**src/rtl/stc_pkg.sv**
```systemverilog
// package: register map, field layout and constants of the timestamp counter
`default_nettype none
package stc_pkg;
	localparam int STC_ADDR_W = 12;
	localparam int STC_DATA_W = 32;
	localparam int STC_DIV_W = 3;
	localparam logic [STC_ADDR_W-1:0] STC_OFF_IDENT = 12'h000;
	localparam logic [STC_ADDR_W-1:0] STC_OFF_COUNT = 12'h010;
	localparam logic [STC_ADDR_W-1:0] STC_OFF_ENABLE = 12'h014;
	localparam logic [STC_ADDR_W-1:0] STC_OFF_DIVIDE = 12'h018;
	localparam int STC_EN_BIT = 0;
	localparam int STC_DIV_LSB = 0;
	localparam logic STC_EN_RESET = 1'b0;
	localparam logic [STC_DIV_W-1:0] STC_DIV_RESET = 3'h0;
	localparam logic [STC_DATA_W-1:0] STC_COUNT_RESET = 32'h0000_0000;
	localparam logic [STC_DATA_W-1:0] STC_COUNT_ONE = 32'h0000_0001;
	// identity fields; all values arbitrary
	localparam logic [1:0] STC_ID_SCHEME = 2'h1;
	localparam logic [11:0] STC_ID_MODULE = 12'h5a5;
	localparam logic [4:0] STC_ID_RTL = 5'h01;
	localparam logic [2:0] STC_ID_MAJOR = 3'h1;
	localparam logic [1:0] STC_ID_CUSTOM = 2'h0;
	localparam logic [5:0] STC_ID_MINOR = 6'h02;
	localparam logic [STC_DATA_W-1:0] STC_IDENT_VALUE = {STC_ID_SCHEME, 2'h0, STC_ID_MODULE,
		STC_ID_RTL, STC_ID_MAJOR, STC_ID_CUSTOM, STC_ID_MINOR};
	typedef struct packed {
		logic sel;
		logic enable;
		logic write;
		logic [STC_ADDR_W-1:0] addr;
		logic [STC_DATA_W-1:0] wdata;
	} stc_apb_req_t;
	typedef struct packed {
		logic ready;
		logic slverr;
		logic [STC_DATA_W-1:0] rdata;
	} stc_apb_rsp_t;
	typedef struct packed {
		logic load;
		logic [STC_DATA_W-1:0] value;
	} stc_load_t;
endpackage
`default_nettype wire

```
**src/rtl/stc_top.sv**
```systemverilog
// top: APB register slave around the packet timestamp counter
//
// Summary of operation
// - 32-bit counter steps every X cycles
// - all-ones wraps to zero, keeps counting
// - enable low holds counter value
// - count write loads full 32 bits
// - count read returns live value, no effect
// - enable bit 0, resets zero, rest zero
// - divider n gives period n+1 cycles
// - disable or count write restarts prescale
//
// Design decision made here: the APB register port.
`default_nettype none
module stc_top
	import stc_pkg::*;
(
	input wire logic pclk,
	input wire logic presetn,
	input wire logic psel,
	input wire logic penable,
	input wire logic pwrite,
	input wire logic [STC_ADDR_W-1:0] paddr,
	input wire logic [STC_DATA_W-1:0] pwdata,
	input wire logic [3:0] pstrb,
	output logic pready,
	output logic pslverr,
	output logic [STC_DATA_W-1:0] prdata
);
	////////////////////////////////////////////////////////////////////////////////
	stc_apb_req_t req;
	stc_apb_rsp_t rsp_r;
	stc_load_t ld;
	logic en_r;
	logic [STC_DIV_W-1:0] div_r;
	logic [STC_DATA_W-1:0] count;
	logic step;
	logic setup;
	logic access;
	logic wr_en;
	logic wr_cnt;
	logic wr_div;
	logic mapped;
	logic restart;
	logic [STC_DATA_W-1:0] rd_nxt;
	assign req = '{sel: psel, enable: penable, write: pwrite, addr: paddr, wdata: pwdata};
	assign pready = rsp_r.ready;
	assign pslverr = rsp_r.slverr;
	assign prdata = rsp_r.rdata;
	// no wait state: setup cycle prepares the answer, first access cycle completes
	assign setup = req.sel && !req.enable;
	// writes commit only at the completing access edge
	assign access = req.sel && req.enable && rsp_r.ready;
	assign mapped = (req.addr == STC_OFF_IDENT) || (req.addr == STC_OFF_COUNT) ||
		(req.addr == STC_OFF_ENABLE) || (req.addr == STC_OFF_DIVIDE);
	assign wr_cnt = access && req.write && req.addr == STC_OFF_COUNT;
	assign wr_en = access && req.write && req.addr == STC_OFF_ENABLE;
	assign wr_div = access && req.write && req.addr == STC_OFF_DIVIDE;
	assign ld = '{load: wr_cnt, value: req.wdata};
	// disable or fresh load restarts the prescale count
	assign restart = wr_cnt || (wr_en && !req.wdata[STC_EN_BIT]);
	////////////////////////////////////////////////////////////////////////////////
	always_ff @(posedge pclk or negedge presetn) begin
		if (!presetn) begin
			en_r <= STC_EN_RESET;
		end else if (wr_en) begin
			en_r <= req.wdata[STC_EN_BIT];
		end
	end
	always_ff @(posedge pclk or negedge presetn) begin
		if (!presetn) begin
			div_r <= STC_DIV_RESET;
		end else if (wr_div) begin
			div_r <= req.wdata[STC_DIV_LSB +: STC_DIV_W];
		end
	end
	always_comb begin
		rd_nxt = '0;
		case (req.addr)
			STC_OFF_IDENT: rd_nxt = STC_IDENT_VALUE;
			STC_OFF_COUNT: rd_nxt = count;
			STC_OFF_ENABLE: rd_nxt[STC_EN_BIT] = en_r;
			STC_OFF_DIVIDE: rd_nxt[STC_DIV_LSB +: STC_DIV_W] = div_r;
			default: rd_nxt = '0;
		endcase
	end
	always_ff @(posedge pclk or negedge presetn) begin
		if (!presetn) begin
			rsp_r <= '0;
		end else if (setup) begin
			rsp_r.ready <= 1'b1;
			rsp_r.slverr <= !mapped;
			rsp_r.rdata <= req.write ? '0 : rd_nxt;
		end else begin
			rsp_r <= '0;
		end
	end
	////////////////////////////////////////////////////////////////////////////////
	stc_prescaler u_pre (
		.pclk(pclk),
		.presetn(presetn),
		.run(en_r),
		.restart(restart),
		.div(div_r),
		.step(step)
	);
	stc_counter u_cnt (
		.pclk(pclk),
		.presetn(presetn),
		.ld(ld),
		.step(step),
		.count(count)
	);
	////////////////////////////////////////////////////////////////////////////////
	hold_disabled_a: assert property (@(posedge pclk) disable iff (!presetn)
		(!en_r && !wr_cnt) |=> count == $past(count))
		else $error("counter moved while disabled");
	en_reads_a: assert property (@(posedge pclk) disable iff (!presetn)
		(setup && !req.write && req.addr == STC_OFF_ENABLE) |=>
		(rsp_r.rdata == {31'h0, en_r})) else $error("enable read wrong");
	ident_const_a: assert property (@(posedge pclk) disable iff (!presetn)
		(setup && !req.write && req.addr == STC_OFF_IDENT) |=>
		(rsp_r.rdata == STC_IDENT_VALUE)) else $error("identity read wrong");
	live_read_a: assert property (@(posedge pclk) disable iff (!presetn)
		(setup && !req.write && req.addr == STC_OFF_COUNT) |=>
		(rsp_r.rdata == $past(count))) else $error("count read not live");
	restart_gap_a: assert property (@(posedge pclk) disable iff (!presetn)
		(wr_cnt && div_r == 3'h7) ##1 (en_r && !wr_cnt && !wr_div && !wr_en) [*7]
		|-> count == $past(count, 6)) else $error("step before full period");
	steady_step_a: assert property (@(posedge pclk) disable iff (!presetn)
		(en_r && div_r == 3'h0 && !wr_cnt && !wr_en) |=> count == $past(count) + 32'h1)
		else $error("divider zero did not step each cycle");
	ready_one_a: assert property (@(posedge pclk) disable iff (!presetn)
		pready |=> !pready) else $error("ready held more than one cycle");
endmodule
`default_nettype wire

```
**src/rtl/stc_prescaler.sv**
```systemverilog
// prescaler: one-cycle step pulse every div+1 cycles while running
`default_nettype none
module stc_prescaler
	import stc_pkg::*;
(
	input wire logic pclk,
	input wire logic presetn,
	input wire logic run,
	input wire logic restart,
	input wire logic [STC_DIV_W-1:0] div,
	output logic step
);
	logic [STC_DIV_W-1:0] cnt_r;
	logic hit;
	assign hit = (cnt_r >= div);
	assign step = run && !restart && hit;
	always_ff @(posedge pclk or negedge presetn) begin
		if (!presetn) begin
			cnt_r <= '0;
		end else if (restart || !run || hit) begin
			cnt_r <= '0;
		end else begin
			cnt_r <= cnt_r + 3'h1;
		end
	end
	step_period_a: assert property (@(posedge pclk) disable iff (!presetn)
		(step && div == 3'h1 && run && !restart) ##1 (run && !restart && div == 3'h1)
		|-> !step) else $error("step came too soon for divider one");
endmodule
`default_nettype wire

```
**src/rtl/stc_counter.sv**
```systemverilog
// 32-bit counter with load and step, wraps at all ones
`default_nettype none
module stc_counter
	import stc_pkg::*;
(
	input wire logic pclk,
	input wire logic presetn,
	input wire stc_load_t ld,
	input wire logic step,
	output logic [STC_DATA_W-1:0] count
);
	logic [STC_DATA_W-1:0] count_r;
	assign count = count_r;
	always_ff @(posedge pclk or negedge presetn) begin
		if (!presetn) begin
			count_r <= STC_COUNT_RESET;
		end else if (ld.load) begin
			count_r <= ld.value;
		end else if (step) begin
			count_r <= count_r + STC_COUNT_ONE;
		end
	end
	count_wrap_a: assert property (@(posedge pclk) disable iff (!presetn)
		(step && !ld.load && count_r == 32'hffff_ffff) |=> count_r == 32'h0000_0000)
		else $error("counter did not wrap to zero");
	count_load_a: assert property (@(posedge pclk) disable iff (!presetn)
		ld.load |=> count_r == $past(ld.value)) else $error("load value lost");
endmodule
`default_nettype wire

```
**config.mk**
```make
export PLATFORM = sky130hd
export DESIGN_NAME = stc_top
export DESIGN_NICKNAME = d
export VERILOG_FILES = /design/src/rtl/stc_pkg.sv /design/src/rtl/stc_top.sv /design/src/rtl/stc_prescaler.sv /design/src/rtl/stc_counter.sv
export SDC_FILE = /design/constraint.sdc
export NUM_CORES = 1
export LEC_CHECK = 0
export BUFFER_PORTS_ARGS = -buffer_cell sky130_fd_sc_hd__buf_2
export CORE_UTILIZATION = 50
export CTS_CLUSTER_SIZE = 14
export DETAILED_ROUTE_END_ITERATION = 7
export PLACE_DENSITY = 0.79
export SYNTH_ARGS = -nofsm -noshare
export SYNTH_HDL_FRONTEND = slang
export SYNTH_HIERARCHICAL = 1
export SYNTH_SLANG_ARGS = --single-unit
```
**constraint.sdc**
```tcl
create_clock -name pclk -period 4.49 [get_ports pclk]
set_clock_uncertainty 0.05 [all_clocks]
set_input_delay 0.2245 -clock pclk [delete_from_list [all_inputs] [get_ports pclk]]
set_output_delay 0.2245 -clock pclk [all_outputs]
set_load 0.01 [all_outputs]
```
==> results.ini, run 1 <==
[finish]
area_growth_pct = 18.3
most-common-layout-cells = buf_2 (82), dfrtp_1 (73), nand2_1 (27)
final_common_cell = buf_2
final_nets = 493
diodes = 0
stdcell_area_um2 = 4410
drive_gt1_share_pct = 28.7
fill_cells = 615

[floorplan]
fp.dieW_um = 88.4
fp-row-count = 31
ios = 87
initial_core_util_pct = 51.7
die_area_um2 = 7810
fp.coreArea_um2 = 7210
die_y_um = 88.4

[route]
via_per_inst = 5.70
via_count = 3064
drtIter0Drc = 198
ant_nets = 0
post_drt_wl_per_cell_um = 15.3
drc_errors = 0
wirelength_um = 8210
detailedRoute.firstPassIterationCount = 4

[timing]
whs_ns = 0.0350
rsz0062_at_grt = no
worst_slack_ns = 1.50
fin_crit_ns = 2.99
fmax_ghz = 0.334
slew_viol_final = 0
setup_tns_ns = 0
finalSetupViolCount = 0
worstMarginPinSlew_ns = 0.913
period_share_pct = 66.7
max_slew_margin_pct = 39.0
hold_violations = 0

[yosys]
synth_edf_count = 0
yosysWarnings = 6
async_flop_share_pct = 100
ys_seq_area_share_pct = 49.0
synth.avg_cell_area_um2 = 10.5
syn-cell-area_um2 = 3730
yosys_register_bits = 73
netlist_instances = 356
synthFlopType = dfrtp_1
synth_cell_types = 59
syn-num-nets = 414

[setup_path]
critPathCaptureType = flop
cp_slowest_cell = or4_4
crit_chain = buf_2 > or4_4 > or4_1 > a21oi_1 > nand2b_1 > and2b_1 > and4_1 > nand3_2 > nor3b_1 > or3b_1
arrival_ns = 3.17
critPathMaxFanout = 9
max_stage_delay_ns = 0.62
crit_path_start_kind = input pin
cp_data_required_time_ns = 4.67
worst-setup-path-type = input pin to flop

[placed_design]
port-buffer-count = 82
pre_cts_slack_ns = 1.14
dp_hpwl_um = 5720
gp_congestion = 0.831
postPlaceCellArea_um2 = 4180

[global_route]
antenna_found_initial = 0
track_usage_pct = 22.5
grt_max_degree = 42
grt_pass1_wl_um = 13400
grt-ovfl-total = 0
grt_pass1_vias = 2898

[clock_network]
cts_buffers = 9
clkTransAtPathRegs_ns = 0.07
post-cts-setup-buffer-count = 0
cts_sinks = 73
clockBufferDepth = 2
cts_tree = yes
cts_root_buf = clkbuf_8
clk-insertion-delay-late_ns = 0.35
cts_max_level = 3

[power_and_ir_drop]
finalPower_mw = 1.27
power_density_nw_per_um2 = 288
p_leak_nw = 2.07
max-vdd-ir-drop_mv = 0.172

[min_path]
hp-class = input pin to flop

[run]
cap_viol_max_count = 0

[run_status]
status = finished, final reports clean

## logic make-up (layout without fill, tap and decap cells)
group / after synthesis / in the layout / synth area share [%]
adders and majority gates: 5 / 5 / 1.68
AOI/OAI and AO/OA: 69 / 69 / 12.2
and+or+nand+nor: 163 / 163 / 28.5
DFF: 73 / 73 / 49.0
buffers and inverters: 26 / 109 / 3.59
muxes: 7 / 7 / 2.05
xor gates and xnor gates: 13 / 13 / 3.05
## area by class of cell
| cell class | count | area [um2] | area share (%) |
|---|---|---|---|
| clock buffers | 10 | 138 | 3.12 |
| repair buffers | 86 | 443 | 10.0 |
| inverters | 8 | 30.0 | 0.681 |
| well taps | 99 | 124 | 2.81 |
| clock inverters | 5 | 80.1 | 1.82 |
| multi-input cells | 257 | 1770 | 40.1 |
| flip-flops and latches | 73 | 1830 | 41.4 |
## per-stage QoR
| stage | cells | util [%] |
|---|---|---|
| floorplan | 356 | - |
| global placement | 522 | 58.0 |
| detailed placement | 522 | 58.0 |
| CTS | 538 | 61.2 |
| global route | 538 | 61.2 |
| finish | 538 | 61.2 |
## routing by layer
layer  track usage (%)  routed length (um)
met4              10.6                 199
met1              29.1                3570
met3              3.17                 365
met2              37.6                4070
met5                 0                   0
## registers in the layout (all words and copies together), names as in the netlist
name         cells
div_r            3
pslverr          1
prdata          32
en_r             1
pready           1
u_cnt/count     32
u_pre/cnt_r      3
## worst paths after layout
kind                                     startpoint                          end  slack (ns)  cells after the start
setup / recovery                           paddr[9]  u_cnt/count[31]$_DFFE_PN0P_        1.50                     10
hold / removal                              penable             pready$_DFF_PN0_        0.04                      2
setup reg to reg                   pready$_DFF_PN0_  u_cnt/count[31]$_DFFE_PN0P_        1.63                      9
hold reg to reg            u_pre/cnt_r[0]$_DFF_PN0_     u_pre/cnt_r[0]$_DFF_PN0_        0.44                      1
max in group asynchronous                   presetn         prdata[18]$_DFF_PN0_        2.95                      3
min in group asynchronous                   presetn          prdata[4]$_DFF_PN0_        0.45                      2
## power breakdown
group | leakage [nW] | switching, mW | total (mW) | internal (mW)
clock | 0.104 | 0.234 | 0.558 | 0.324
sequential | 0.997 | 0.000804 | 0.659 | 0.658
combinational | 0.964 | 0.0310 | 0.0522 | 0.0213
total | 2.07 | 0.266 | 1.27 | 1.00
## critical path, delay by kind of cell
family | cells | cell delay, ns
buffers and inverters | 1 | 0.09
AND/OR/NAND/NOR | 8 | 2.71
AO/OA/AOI/OAI | 1 | 0.14
## synth_stat cells (10+ instances only)
| cell | count | area [um2] |
|---|---|---|
| nor2_1 | 22 | 82.6 |
| nand3_1 | 10 | 50.1 |
| and2_1 | 23 | 144 |
| xor2_1 | 10 | 87.6 |
| or4_1 | 15 | 113 |
| o31ai_1 | 10 | 75.1 |
| o21ai_0 | 21 | 105 |
| nand2_1 | 27 | 101 |
| dfrtp_1 | 73 | 1830 |
| nand4_1 | 15 | 93.8 |
| o21a_1 | 10 | 75.1 |
| a31oi_1 | 14 | 87.6 |
## timing repair
| item | CTS | global route |
|---|---|---|
| hold buffers | 1 | 0 |
| resized for setup | 0 | 0 |
| hold endpoints to repair | 32 | 0 |
(Power assumes the default switching activity.)
==> run 2, diff against run 1 <==
clock period = 3 ns   (was 4.49 ns; I/O delays follow)
==> run 2 against run 1 <==
Sequential cell count did not move. Total power rose by 42%. Critical path type unchanged. Largest cell class unchanged. Clock power rose by 30%. Worst hold slack got worse by 0.021 ns. First-iteration DRC count rose by 46%.
==> results.ini, run 2 (synthesis results as in run 1) <==
[finish]
final_common_cell = buf_2
diodes = 0  ; unchanged
drive_gt1_share_pct = 29.2  ; +0.49 points
fin_util_pct = 63.2  ; +2.0 points
final_nets = 513  ; +4.1%
area_growth_pct = 22.2
most-common-layout-cells = buf_2 (82), dfrtp_1 (73), nand2_1 (27)

[timing]
setup_tns_ns = 0  ; unchanged
max_slew_margin_pct = 37.1  ; -1.9 points
fmax_ghz = 0.346
worst_slack_ns = 0.106  ; -1.39 ns
finalSetupViolCount = 0  ; unchanged
fin_crit_ns = 2.89
hold_violations = 0  ; unchanged
period_share_pct = 96.5
worstMarginPinSlew_ns = 0.944  ; +0.0302 ns
slew_viol_final = 0  ; unchanged
rsz0062_at_grt = no

[clock_network]
cts_buffers = 9  ; unchanged
clkTransAtPathRegs_ns = 0.08  ; about the same
cts_max_level = 3  ; unchanged
clk-insertion-delay-late_ns = 0.34  ; about the same
cts_tree = yes
cts_resized = 0  ; unchanged
clockBufferDepth = 2  ; unchanged
cts_sinks = 73  ; unchanged
cts_root_buf = clkbuf_8

[floorplan]
die_y_um = 88.4  ; unchanged
initial_core_util_pct = 51.7  ; unchanged
fp.dieW_um = 88.4  ; unchanged
fp.coreArea_um2 = 7210  ; unchanged
ios = 87  ; unchanged
fp-row-count = 31  ; unchanged
die_area_um2 = 7810  ; unchanged

[route]
detailedRoute.firstPassIterationCount = 5  ; +1
post_drt_wl_per_cell_um = 15.1  ; -1.2%
via_count = 3198  ; +4.4%
drc_errors = 0  ; unchanged
wirelength_um = 8420  ; +2.5%
drtIter0Drc = 290  ; +46%
via_per_inst = 5.73  ; +0.63%
ant_nets = 0  ; unchanged

[setup_path]
max_stage_delay_ns = 0.56  ; -0.06 ns
cp_data_required_time_ns = 3.20  ; -1.47 ns
critPathMaxFanout = 19  ; +10
worst-setup-path-type = input pin to flop
cp_slowest_cell = or4_1
crit_chain = dlygate4sd3_1 > buf_2 > nand4_1 > or4_1 > a21oi_1 > nand2b_1 > and2b_1 > and3_1 > nand3_4 > or4_1 > a31oi_1
critPathCaptureType = flop
rrSetupSlack_ns = 0.18  ; -1.45 ns
reg2reg_from = u_pre/cnt_r[0]$_DFF_PN0_
worstReg2RegEnd = u_cnt/count[24]$_DFFE_PN0P_
reg2reg_depth = 9  ; unchanged
crit_top_cell = or4_1
crit_path_start_kind = input pin
arrival_ns = 3.09  ; -0.08 ns

[placed_design]
gp_congestion = 0.884  ; +6.4%
port-buffer-count = 82  ; unchanged
dp_hpwl_um = 5900  ; +3.2%
pre_cts_slack_ns = 0.129  ; -1.01 ns

[min_path]
min_from = pwdata[29]
min_to = u_cnt/count[29]$_DFFE_PN0P_
hp-class = input pin to flop
min_path_cells = 3  ; +1

[global_route]
antenna_found_initial = 0  ; unchanged
track_usage_pct = 23.8  ; +1.2 points
grt_pass1_wl_um = 14100  ; +4.7%
grt_pass1_vias = 2967  ; +2.4%
grt_max_degree = 43  ; +2.4%
grt-ovfl-total = 0  ; unchanged

[power_and_ir_drop]
max-vdd-ir-drop_mv = 0.243  ; +41%
power_density_nw_per_um2 = 396  ; +38%
finalPower_mw = 1.81  ; +42%
p_leak_nw = 2.14  ; +3.5%

[run_status]
status = finished, final reports clean

[run]
cap_viol_max_count = 0  ; unchanged

run 2: cell count changes in the layout (fill, tap and decap cells not counted), sizes merged:
cell and change:
dlygate4sd3 +12, clkbuf -1, clkinv +2, buf +8, bufinv -1
run 2: what timing repair did:
action	in CTS	in global routing
hold endpoints to repair	52	0
hold buffers	13	0
setup buffers	0	0
run 2: layout make-up:
cell class	count	area, um2
Clock buffer	9	124
Clock inverter	6	60.1
Fill cell	595	2660
Inverter	8	30.0
Multi-Input combinational cell	257	1770
Sequential cell	73	1830
Tap cell	99	124
Timing Repair Buffer	106	623
run 2: worst max-delay path by stage:
stage | start | to | slack, ns | depth (start not counted)
final | penable | u_cnt/count[24]$_DFFE_PN0P_ | 0.11 | 11
after CTS | penable | u_cnt/count[24]$_DFFE_PN0P_ | 0.16 | 11
after floorplan | paddr[9] | u_cnt/count[31]$_DFFE_PN0P_ | 0.09 | 11
after global routing | penable | u_cnt/count[24]$_DFFE_PN0P_ | 0.03 | 11
after global placement | paddr[9] | u_cnt/count[31]$_DFFE_PN0P_ | 0.17 | 10
after detailed placement | paddr[9] | u_cnt/count[30]$_DFFE_PN0P_ | 0.13 | 10
run 2: per-stage QoR:
| step | hold WS (ns) | instances | area (um2) |
|---|---|---|---|
| CTS | 0.00138 | 558 | 4560 |
| global route | 0.0132 | 558 | 4560 |
| global placement | 0.286 | 530 | 4240 |
| finish | 0.0136 | 558 | 4560 |
| detailed placement | 0.300 | 530 | 4240 |
| floorplan | -0.196 | 356 | 3730 |
run 2: routing by layer:
layer | part of all wire (%) | wire length (um) | global-route usage, % | vias up
li1 | - | - | - | 1509
met1 | 43 | 3630 | 31.4 | 1539
met2 | 49 | 4140 | 38.5 | 134
met3 | 5.9 | 494 | 5.13 | 16
met4 | 1.8 | 150 | 8.94 | 0
met5 | 0 | 0 | 0 | -
run 2: worst max-delay path: cells and delay by family:
kind | cells | cell delay, ns
and+or+nand+nor | 7 | 2.01
AOI/OAI and AO/OA | 2 | 0.27
buffers and inverters | 2 | 0.67
run 2: report_power, final:
part | internal, mW | leakage [nW] | total (mW) | switching (mW)
registers | 0.985 | 0.997 | 0.986 | 0.00111
clock network | 0.375 | 0.0909 | 0.726 | 0.352
logic | 0.0437 | 1.05 | 0.0927 | 0.0490
total | 1.40 | 2.14 | 1.81 | 0.402
==> run 3, diff against run 2 <==
PLACE_DENSITY = 0.8   (was 0.79)
SYNTH_HIERARCHICAL = unset   (was 1)
==> run 3 against run 2 <==
Fmax increased by 30%. Via count down 8.4%. First-iteration DRC count shrank 33%. Clock power increased by 5.1%. Critical endpoint is now u_cnt.count[19]$_DFFE_PN0P_. Largest power group unchanged.
==> results.ini, run 3 <==
[run_status]
status = finished, final reports clean

[finish]
area_growth_pct = 27.6
drive_gt1_share_pct = 25.6  ; -3.6 points
most-common-layout-cells = buf_2 (82), dfrtp_1 (73), nand2_1 (43)
final_common_cell = buf_2
fill_cells = 555  ; -6.7%
diodes = 0  ; unchanged
final_nets = 518  ; +0.97%

[global_route]
grt_pass1_wl_um = 13100  ; -7.0%
track_usage_pct = 23.1  ; -0.71 points
grt_pass1_vias = 2837  ; -4.4%
grt_max_degree = 47  ; +9.3%
antenna_found_initial = 0  ; unchanged
grt-ovfl-total = 0  ; unchanged

[yosys]
syn-num-nets = 410  ; -0.97%
ys_seq_area_share_pct = 51.8  ; +2.8 points
synth_area_leader_cell = dfrtp_1
yosysWarnings = 0  ; -6
synthTopCellsByArea = dfrtp_1 (52%), xnor2_1 (5.2%), nand2_1 (4.6%)
yosys_register_bits = 73  ; unchanged
synth_edf_count = 0  ; unchanged
synth.avg_cell_area_um2 = 10.0  ; -4.3%
async_flop_share_pct = 100  ; unchanged
yosysMostFrequentCell = dfrtp_1
synthFlopType = dfrtp_1
synth_cell_types = 50  ; -15%
netlist_instances = 352  ; -1.1%
synthTopCellsByCount = dfrtp_1 (73), nand2_1 (43), and3_1 (24), nor2_1 (23)
syn-cell-area_um2 = 3530  ; -5.3%
yosysTopAreaCellShare_pct = 51.8  ; +2.8 points

[floorplan]
fp.dieW_um = 86.0  ; -2.6%
fp-row-count = 30  ; -3.2%
die_y_um = 86.0  ; -2.6%
die_area_um2 = 7400  ; -5.2%
ios = 87  ; unchanged
initial_core_util_pct = 52.0  ; +0.27 points
fp.coreArea_um2 = 6790  ; -5.8%

[power_and_ir_drop]
netSwitchingPower_mw = 0.414  ; +3.0%
finalPower_mw = 1.86  ; +2.8%
p_leak_nw = 2.12  ; -0.82%
switching_share_pct = 22.3  ; +0.034 points
max-vdd-ir-drop_mv = 0.204  ; -16%
clockPowerShare_pct = 41.1  ; +0.9 points
combPwrFrac_pct = 5.8  ; +0.7 points
internal-power_mw = 1.44  ; +2.8%
power_frac_seq_pct = 53.1  ; -1.5 points
power_density_nw_per_um2 = 412  ; +4.1%

[timing]
worstMarginPinSlew_ns = 0.631  ; -0.313 ns
fin_crit_ns = 2.23  ; -0.662 ns
rsz0062_at_grt = no
max_slew_margin_pct = 57.7  ; +21 points
hold_violations = 0  ; unchanged
finalSetupViolCount = 0  ; unchanged
setup_tns_ns = 0  ; unchanged
period_share_pct = 74.4  ; -22 points
slew_viol_final = 0  ; unchanged
worst_slack_ns = 0.768  ; +0.662 ns
fmax_ghz = 0.448  ; +30%

[clock_network]
cts_root_buf = clkbuf_8
cts_resized = 0  ; unchanged
post-cts-setup-buffer-count = 0  ; unchanged
cts_tree = yes
cts_sinks = 73  ; unchanged
clk-insertion-delay-late_ns = 0.35  ; about the same
cts_max_level = 3  ; unchanged
cts_buffers = 9  ; unchanged
clockBufferDepth = 2  ; unchanged
clkTransAtPathRegs_ns = 0.07  ; about the same

[min_path]
min_from = pwdata[18]
min_to = u_cnt.count[18]$_DFFE_PN0P_
hp-class = input pin to flop
min_path_cells = 3  ; unchanged

[route]
via_count = 2928  ; -8.4%
drtIter0Drc = 193  ; -33%
ant_nets = 0  ; unchanged
post_drt_wl_per_cell_um = 14.3  ; -5.3%
via_per_inst = 5.22  ; -8.9%
drc_errors = 0  ; unchanged
detailedRoute.firstPassIterationCount = 4  ; -1
wirelength_um = 8010  ; -4.8%

[setup_path]
critPathCaptureType = flop
cp_data_required_time_ns = 3.23  ; +0.03 ns
reg2reg_from = u_pre.cnt_r[0]$_DFF_PN0_
reg2reg_depth = 8  ; -1
arrival_ns = 2.46  ; -0.63 ns
rrSetupSlack_ns = 0.77  ; +0.59 ns
crit_path_start_kind = flop
worstReg2RegEnd = u_cnt.count[19]$_DFFE_PN0P_
critPathMaxFanout = 8  ; -11
worst-setup-path-type = flop to flop

[placed_design]
port-buffer-count = 82  ; unchanged
gp_congestion = 0.849  ; -3.9%
dp_hpwl_um = 5380  ; -8.9%
pre_cts_slack_ns = 0.817  ; +0.688 ns

[run]
cap_viol_max_count = 0  ; unchanged

run 3: cell types whose count changed after synthesis, moves of 7 or more:
| cell | change |
|---|---|
| a31oi_1 | -13 |
| nand4_1 | -7 |
| nand2_1 | +16 |
| nor3_1 | +8 |
| and3_1 | +18 |
| o31ai_1 | -9 |
| nor4_1 | +8 |
| xnor2_1 | +18 |
| and2_1 | -21 |
| or4_1 | -14 |
| o21ai_1 | +8 |
run 3: power groups by stage:
stage | Sequential [mW] | Combinational [mW] | Clock (mW)
global placement | 1.00 | 0.0811 | 0
detailed placement | 1.00 | 0.0832 | 0
CTS | 0.986 | 0.108 | 0.772
finish | 0.986 | 0.108 | 0.763
floorplan | 1.01 | 0.0213 | 0
global route | 0.985 | 0.121 | 0.817
run 3: final cells by class:
| type | count | area, um2 | area share [%] |
|---|---|---|---|
| clock buffer | 11 | 141 | 3.14 |
| clock inverter | 5 | 55.1 | 1.22 |
| inverter | 11 | 41.3 | 0.917 |
| multi-input combinational | 250 | 1600 | 35.4 |
| sequential | 73 | 1830 | 40.6 |
| tap | 96 | 120 | 2.67 |
| timing repair buffer | 115 | 723 | 16.1 |
run 3: kinds of logic after synthesis:
family | count (synthesis) | synth area share [%]
adders and majority gates | 6 | 2.06
and+or+nand+nor | 156 | 25.2
AOI/OAI and AO/OA | 56 | 9.47
xor gates and xnor gates | 28 | 6.95
muxes | 4 | 1.17
buffers and inverters | 29 | 3.44
DFF | 73 | 51.8
run 3: timing repair:
| action | 4_1_cts | 5_1_grt |
|---|---|---|
| endpoints found under the setup margin | 0 | 0 |
| hold endpoints to repair | 97 | 1 |
| hold buffers | 25 | 1 |
run 3: metal layers:
metal	vias to the layer above	wire length (um)	GRT usage (%)	part of all wire, %
met2	103	3930	37.7	49
met1	1364	3540	30.5	44
met5	-	0	0	0
met4	0	150	9.24	1.9
met3	16	387	4.14	4.8
li1	1445	-	-	-
run 3: critical path: stages, from the launching register on:
cell	delay [ns]
dfrtp_1	0.38
inv_1	0.05
ha_1	0.27
nor2b_1	0.04
o21ai_1	0.25
nand2_1	0.28
or4b_1	0.58
xor2_1	0.15
o21ai_1	0.12
run 3: worst max path at each step:
stage | to | slack (ns) | start | depth (start not counted)
floorplan | u_cnt.count[19]$_DFFE_PN0P_ | 1.01 | u_pre.cnt_r[2]$_DFF_PN0_ | 7
global placement | u_cnt.count[19]$_DFFE_PN0P_ | 0.85 | u_pre.cnt_r[0]$_DFF_PN0_ | 8
detailed placement | u_cnt.count[19]$_DFFE_PN0P_ | 0.82 | u_pre.cnt_r[2]$_DFF_PN0_ | 7
CTS | u_cnt.count[19]$_DFFE_PN0P_ | 0.80 | u_pre.cnt_r[2]$_DFF_PN0_ | 7
finish | u_cnt.count[19]$_DFFE_PN0P_ | 0.77 | u_pre.cnt_r[0]$_DFF_PN0_ | 8
global route | u_cnt.count[19]$_DFFE_PN0P_ | 0.61 | u_pre.cnt_r[0]$_DFF_PN0_ | 8
run 3: stage by stage:
stage	cell area [um2]	utilization, %	hold slack (ns)	instances
floorplan	3530	-	-0.196	352
global placement	4050	59.6	0.129	519
detailed placement	4050	59.6	0.132	519
CTS	4490	66.2	0.00321	560
global route	4500	66.3	0.0179	561
finish	4500	66.3	0.00139	561
